## src/core/upsc_defs.vh

```
// Purpose: constants for the usb port switch control block
// Assumes: plain verilog-2005, included by bare name
// Notes:   mode and path codes, reset values and id codes
//
// Overview of operation
// pull charger_attach_n low on charger attach, else release it
// interrupt output idles high, goes low to request a status read
// interrupt on change of id pin, bus power or attach status
// connector d+ goes to at most one of host1, host2 or right audio
// connector d- goes to at most one of host1, host2 or left audio
// reset comes up in manual switching mode, enable equals 1
// reset manual settings select host1 data and power switch closed
// manual host1 switches close only with accessory or valid power
// bus power switch closes only while bus power is valid
// with no accessory every signal and power switch stays open
// processor may write switch state, device applies it
// id pin detects accessory type and remote button presses
// usb accessories identified from standard id resistor
// soft reset bit, bit 6 of control at 02h, resets device
// soft reset spares control, manual switch and charge registers
// interrupt mask set after reset, must clear before interrupt
// interrupt released after processor reads the status
`ifndef UPSC_DEFS_VH
`define UPSC_DEFS_VH

// path selection codes for d+ and d-
`define UPSC_PATH_OPEN   2'h0
`define UPSC_PATH_HOST1  2'h1
`define UPSC_PATH_HOST2  2'h2
`define UPSC_PATH_AUDIO  2'h3

// id pin classification codes
`define UPSC_ID_FLOAT    2'h0
`define UPSC_ID_USB      2'h1
`define UPSC_ID_AUDIO    2'h2
`define UPSC_ID_OTHER    2'h3

// control register layout
`define UPSC_CTRL_ADDR   8'h02
`define UPSC_CTRL_SRST   6

// reset values
`define UPSC_RST_MAN_EN  1'b1
`define UPSC_RST_MAN_SW  2'h1
`define UPSC_RST_MAN_VB  1'b1
`define UPSC_RST_MASK    1'b1

`endif

```

## src/core/upsc_ctrl.v

```verilog
// Purpose: digital control of a usb port accessory switch
// Assumes: i2c slave decodes writes; analog front end gives sampled levels
// Notes:   switch controls are one-hot enables, open when low
`timescale 1ns/1ps
`default_nettype none
`include "upsc_defs.vh"

module upsc_ctrl (
	// clock and reset
	input  wire       clk_i,
	input  wire       srst_i,
	// analog detection
	input  wire [1:0] connector_id_pin_i,
	input  wire       id_button_i,
	input  wire       vbus_valid_i,
	input  wire       charger_seen_i,
	// processor writes
	input  wire       reg_wr_i,
	input  wire [7:0] reg_addr_i,
	input  wire [7:0] reg_wdata_i,
	input  wire       man_en_i,
	input  wire [1:0] man_path_i,
	input  wire       man_vbus_i,
	input  wire       man_wr_i,
	input  wire       mask_i,
	input  wire       mask_wr_i,
	input  wire [1:0] auto_path_i,
	input  wire       status_rd_i,
	// switch controls
	output reg        first_host_dplus_o,
	output reg        first_host_dminus_o,
	output reg        second_host_dplus_o,
	output reg        second_host_dminus_o,
	output reg        audio_right_o,
	output reg        audio_left_o,
	output reg        vbus_switch_o,
	// status and pins
	output reg        charger_attach_n_o,
	output reg        charger_attach_n_oe_o,
	output reg        host_irq_n_o,
	output reg        attached_o,
	output reg [1:0]  id_type_o,
	output reg        button_o,
	output reg        man_en_o,
	output reg        mask_o
);

	// ----------------------------------------------------------------
	// configuration registers
	// ----------------------------------------------------------------
	reg  [1:0] man_path_q;
	reg        man_vbus_q;
	reg  [1:0] last_id_q;
	reg        last_vb_q;
	reg        last_att_q;
	reg        soft_q;
	wire       soft_rst;
	wire       attach;
	wire       change;
	wire [1:0] path;

	assign soft_rst = reg_wr_i && (reg_addr_i == `UPSC_CTRL_ADDR) &&
		reg_wdata_i[`UPSC_CTRL_SRST];
	assign attach   = (connector_id_pin_i != `UPSC_ID_FLOAT) || vbus_valid_i;
	assign change   = (connector_id_pin_i != last_id_q) ||
		(vbus_valid_i != last_vb_q) || (attach != last_att_q);
	assign path     = man_en_o ? man_path_q : auto_path_i;

	// control and manual registers survive soft reset
	always @(posedge clk_i) begin
		if (srst_i) begin
			man_en_o   <= `UPSC_RST_MAN_EN;
			man_path_q <= `UPSC_RST_MAN_SW;
			man_vbus_q <= `UPSC_RST_MAN_VB;
		end else if (man_wr_i) begin
			man_en_o   <= man_en_i;
			man_path_q <= man_path_i;
			man_vbus_q <= man_vbus_i;
		end
	end

	// ----------------------------------------------------------------
	// status, detection and interrupt
	// ----------------------------------------------------------------
	always @(posedge clk_i) begin
		soft_q <= soft_rst;
		// live pin state, so soft reset must not hide an attach
		attached_o <= srst_i ? 1'b0 : attach;
		if (srst_i || soft_q) begin
			mask_o       <= `UPSC_RST_MASK;
			host_irq_n_o <= 1'b1;
			last_id_q    <= `UPSC_ID_FLOAT;
			last_vb_q    <= 1'b0;
			last_att_q   <= 1'b0;
			id_type_o    <= `UPSC_ID_FLOAT;
			button_o     <= 1'b0;
		end else begin
			if (mask_wr_i)
				mask_o <= mask_i;
			last_id_q  <= connector_id_pin_i;
			last_vb_q  <= vbus_valid_i;
			last_att_q <= attach;
			id_type_o  <= connector_id_pin_i;
			button_o   <= id_button_i && (connector_id_pin_i ==
				`UPSC_ID_AUDIO);
			// a change in the read cycle wins over the release
			if (change && !mask_o)
				host_irq_n_o <= 1'b0;
			else if (status_rd_i)
				host_irq_n_o <= 1'b1;
		end
	end

	// ----------------------------------------------------------------
	// switch matrix
	// ----------------------------------------------------------------
	always @(posedge clk_i) begin
		if (srst_i) begin
			first_host_dplus_o    <= 1'b0;
			first_host_dminus_o   <= 1'b0;
			second_host_dplus_o   <= 1'b0;
			second_host_dminus_o  <= 1'b0;
			audio_right_o         <= 1'b0;
			audio_left_o          <= 1'b0;
			vbus_switch_o         <= 1'b0;
			charger_attach_n_o    <= 1'b0;
			charger_attach_n_oe_o <= 1'b0;
		end else begin
			// one-hot decode keeps each line on a single path
			first_host_dplus_o   <= attach && path == `UPSC_PATH_HOST1;
			first_host_dminus_o  <= attach && path == `UPSC_PATH_HOST1;
			second_host_dplus_o  <= attach && path == `UPSC_PATH_HOST2;
			second_host_dminus_o <= attach && path == `UPSC_PATH_HOST2;
			audio_right_o        <= attach && path == `UPSC_PATH_AUDIO;
			audio_left_o         <= attach && path == `UPSC_PATH_AUDIO;
			vbus_switch_o <= vbus_valid_i && (man_en_o ? man_vbus_q : 1'b1);
			charger_attach_n_o    <= 1'b0;
			charger_attach_n_oe_o <= charger_seen_i && vbus_valid_i;
		end
	end

endmodule
`default_nettype wire

```

## config.mk

```make
export PLATFORM = sky130hd
export DESIGN_NAME = upsc_ctrl
export DESIGN_NICKNAME = d
export VERILOG_FILES = /design/src/core/upsc_ctrl.v
export VERILOG_INCLUDE_DIRS = /design/src /design/src/core
export SDC_FILE = /design/constraint.sdc
export NUM_CORES = 1
export LEC_CHECK = 0
export BUFFER_PORTS_ARGS = -buffer_cell sky130_fd_sc_hd__buf_2
export CAP_MARGIN = 30
export CORE_ASPECT_RATIO = 1.1
export CORE_MARGIN = 1.5
export CORE_UTILIZATION = 38
export DETAILED_ROUTE_END_ITERATION = 7
export GPL_ROUTABILITY_DRIVEN = 0
export HOLD_SLACK_MARGIN = 0.15
export PLACE_DENSITY = 0.76
export SYNTH_ARGS = -nofsm -noshare
export SYNTH_HDL_FRONTEND = slang
export SYNTH_SLANG_ARGS = --single-unit
```

## constraint.sdc

```tcl
create_clock -name clk_i -period 1.5 [get_ports clk_i]
set_clock_uncertainty 0.15 [all_clocks]
set_input_delay 0.3 -clock clk_i [delete_from_list [all_inputs] [get_ports clk_i]]
set_output_delay 0.3 -clock clk_i [all_outputs]
set_load 0.01 [all_outputs]
```

==> metrics.txt <==
die outline width=43.6 um; Mapped Nets=103; sequential share of the synthesized area=52.4%; total gr overflow=0; Placed Instances=122; largest net degree at the start of global routing=10; CP arrival=1.47 ns; Worst Hold Slack=0.126 ns; DR vias=662; Netlist Area Pre-Place=688 sq um; post-DP HPWL=1060 um; unrepaired setup endpoints after global routing=false; starting utilization of the core area=42.1%; DRC viols=0; #FFs+latches synth=18; CTS tree=yes; die footprint=2080 sq um; cells along the critical path=dlygate4sd3_1 -> buf_2 -> nor3_4 -> xnor2_1 -> o211ai_1; final-report max-slew violation count=0; CTS max path bufs=2; Hold Buf Count CTS=15; standard-cell row count=15; total power of the final layout=0.900 mW; buffer count from post-CTS setup fixing=0; Slowest Stage Delay on Critical Path=0.54 ns; Pleak=0.530 nW; Final Critical Period=1.46 ns; antenna violations before repair=0; Critical-path top delay cell=dlygate4sd3_1; synth unique cells=25; Clock Pin Slew Worst Setup and Hold Paths=0.09 ns; Final setup viols=0; cell family contributing the most delay on the critical path=buffers and inverters; fmax=0.687 GHz; WL per Instance=10.5 um; Core Region=1630 sq um; CTS Buf Count=3; post-synthesis area per instance=9.97 sq um; share of the clock period used by the worst path=97.0%; P&R area growth vs syn=54.4%; ratio of total power to cell area=847 nW/um^2; Data required, critical path=1.51 ns; overall track demand over capacity in global routing=14.4%; H-tree lvl count=1; Max rail drop VDD=0.000535 V; wire length reported by the detailed router=1460 um; Final Util=65.1%; share of final-layout standard cells stronger than drive strength 1=39.0%; Mapped Cells=69; worst hold path cell count=3; height of the die=47.6 um; global-route wire length before repair=2250 um; number of nets in the final layout=159; Max FO, Critical Path=4; total buffers and inverters traversed by the critical path=2; commonest non-fill, non-tap cell in the layout=buf_2; Worst Path Class, Setup=in -> reg; number of global-route vias before repair=568; commonest cells after routing, fill and taps aside=41 x buf_2, 18 x dfxtp_1, 15 x dlygate4sd3_1; number of endpoints with negative hold slack in the final report=0; stages on the worst setup path=5; Final Instance Count excl. Fillers=140; category of the worst setup path capture point=flop; I/O pin count=50; iteration-0 DRC count of the detailed router=6; crit start category=input port; number of inserted diodes=0; Post-Route Setup TNS=0 ns; warning count from the yosys run=0; insertion delay of the later-clocked pin in the worst-skew pair=0.27 ns; number of maximum-capacitance violations=0; Root Driver=clkbuf_4; number of buffers added on ports=41; first drt pass iteration count=4; Worst Reg2Reg Path Length in Cells=3; Antenna Nets Post-Route=0; CTS sink count=18; via-per-instance ratio=4.73; run status=complete, no violations; worst hold-check path type=in -> reg
==> where the power goes <==
group / internal (mW) / total, mW / switching (mW)
clock network: 0.0928 / 0.220 / 0.127
registers: 0.503 / 0.518 / 0.0147
logic: 0.0946 / 0.163 / 0.0679
total: 0.691 / 0.900 / 0.210
==> logic make-up after synthesis <==
logic type | after synthesis | synth area share (%)
flops | 18 | 52.4
compound gates | 7 | 7.63
other cells | 1 | 0.545
buf+inv | 9 | 7.09
xor+xnor | 4 | 5.09
mux | 4 | 5.82
simple gates | 26 | 21.5
==> synth_stat cells <==
cell type  number  area share [%]
inv_1           4             2.2
clkbuf_1        1            0.54
nand3_1         2             1.5
xnor2_1         4             5.1
and3b_1         1             1.3
and2_1          3             2.7
nor3_2          1             1.5
nand2_1         5             2.7
nand3b_1        1             1.1
nand2b_1        1            0.91
o211ai_1        2             2.2
o21ai_0         1            0.73
a32oi_1         1             1.3
a21oi_1         1            0.73
and3_1          2             1.8
nor2_1          7             3.8
mux2i_1         4             5.8
conb_1          1            0.54
or4b_1          1             1.5
dfxtp_1        18              52
nor4_2          1             1.8
or2_2           1            0.91
o2111ai_1       1             1.3
o32a_1          1             1.5
buf_4           4             4.4
==> cell type report <==
cell class / instances / area (sq um)
fill: 133 / 571
sequential: 18 / 360
inverter: 4 / 15.0
multi-input combinational: 42 / 288
clock buffer: 3 / 22.5
tap: 17 / 21.3
timing repair buffer: 56 / 355
==> layer usage <==
metal,part of all wire (%),global-route usage [%],up-vias
li1,-,-,337
met1,41,16.4,296
met2,52,27.4,27
met3,6.4,3.40,2
met4,0.96,3.64,0
met5,0,0,-
==> sequential cells by signal (all words and copies together), names as in the netlist <==
register	count
last_id_q	2
first_host_dminus_o	1
mask_o	1
host_irq_n_o	1
man_path_q	2
man_vbus_q	1
button_o	1
attached_o	1
second_host_dminus_o	1
charger_attach_n_oe_o	1
soft_q	1
man_en_o	1
vbus_switch_o	1
last_att_q	1
audio_left_o	1
last_vb_q	1
==> final timing paths <==
kind,endpoint,from,slack [ns]
max,host_irq_n_o,connector_id_pin_i[0],0.04
min reg2reg,last_att_q,soft_q,0.29
min,soft_q,reg_addr_i[4],0.13
max reg2reg,first_host_dminus_o,man_en_o,0.45
==> metrics by stage <==
stage / cell area (sq um) / worst slack [ns]
3_5_place_dp: 881 / 0.200
4_1_cts: 1050 / 0.0156
6_report: 1060 / 0.0443
2_1_floorplan: 688 / 0.322
3_3_place_gp: 881 / 0.218
5_1_grt: 1060 / 0.00324
==> worst reg2reg max path, cell delays in order, from the launching register on <==
cell and delay, ns:
dfxtp_1 0.49, nand2_1 0.10, o32a_1 0.18, nor2_1 0.08
==> what timing repair did <==
item	4_1_cts	5_1_grt
setup endpoints to repair	0	2
resized for setup	0	2
endpoints found under the hold margin	12	1
Note: power is estimated with default switching activity, not from simulation.
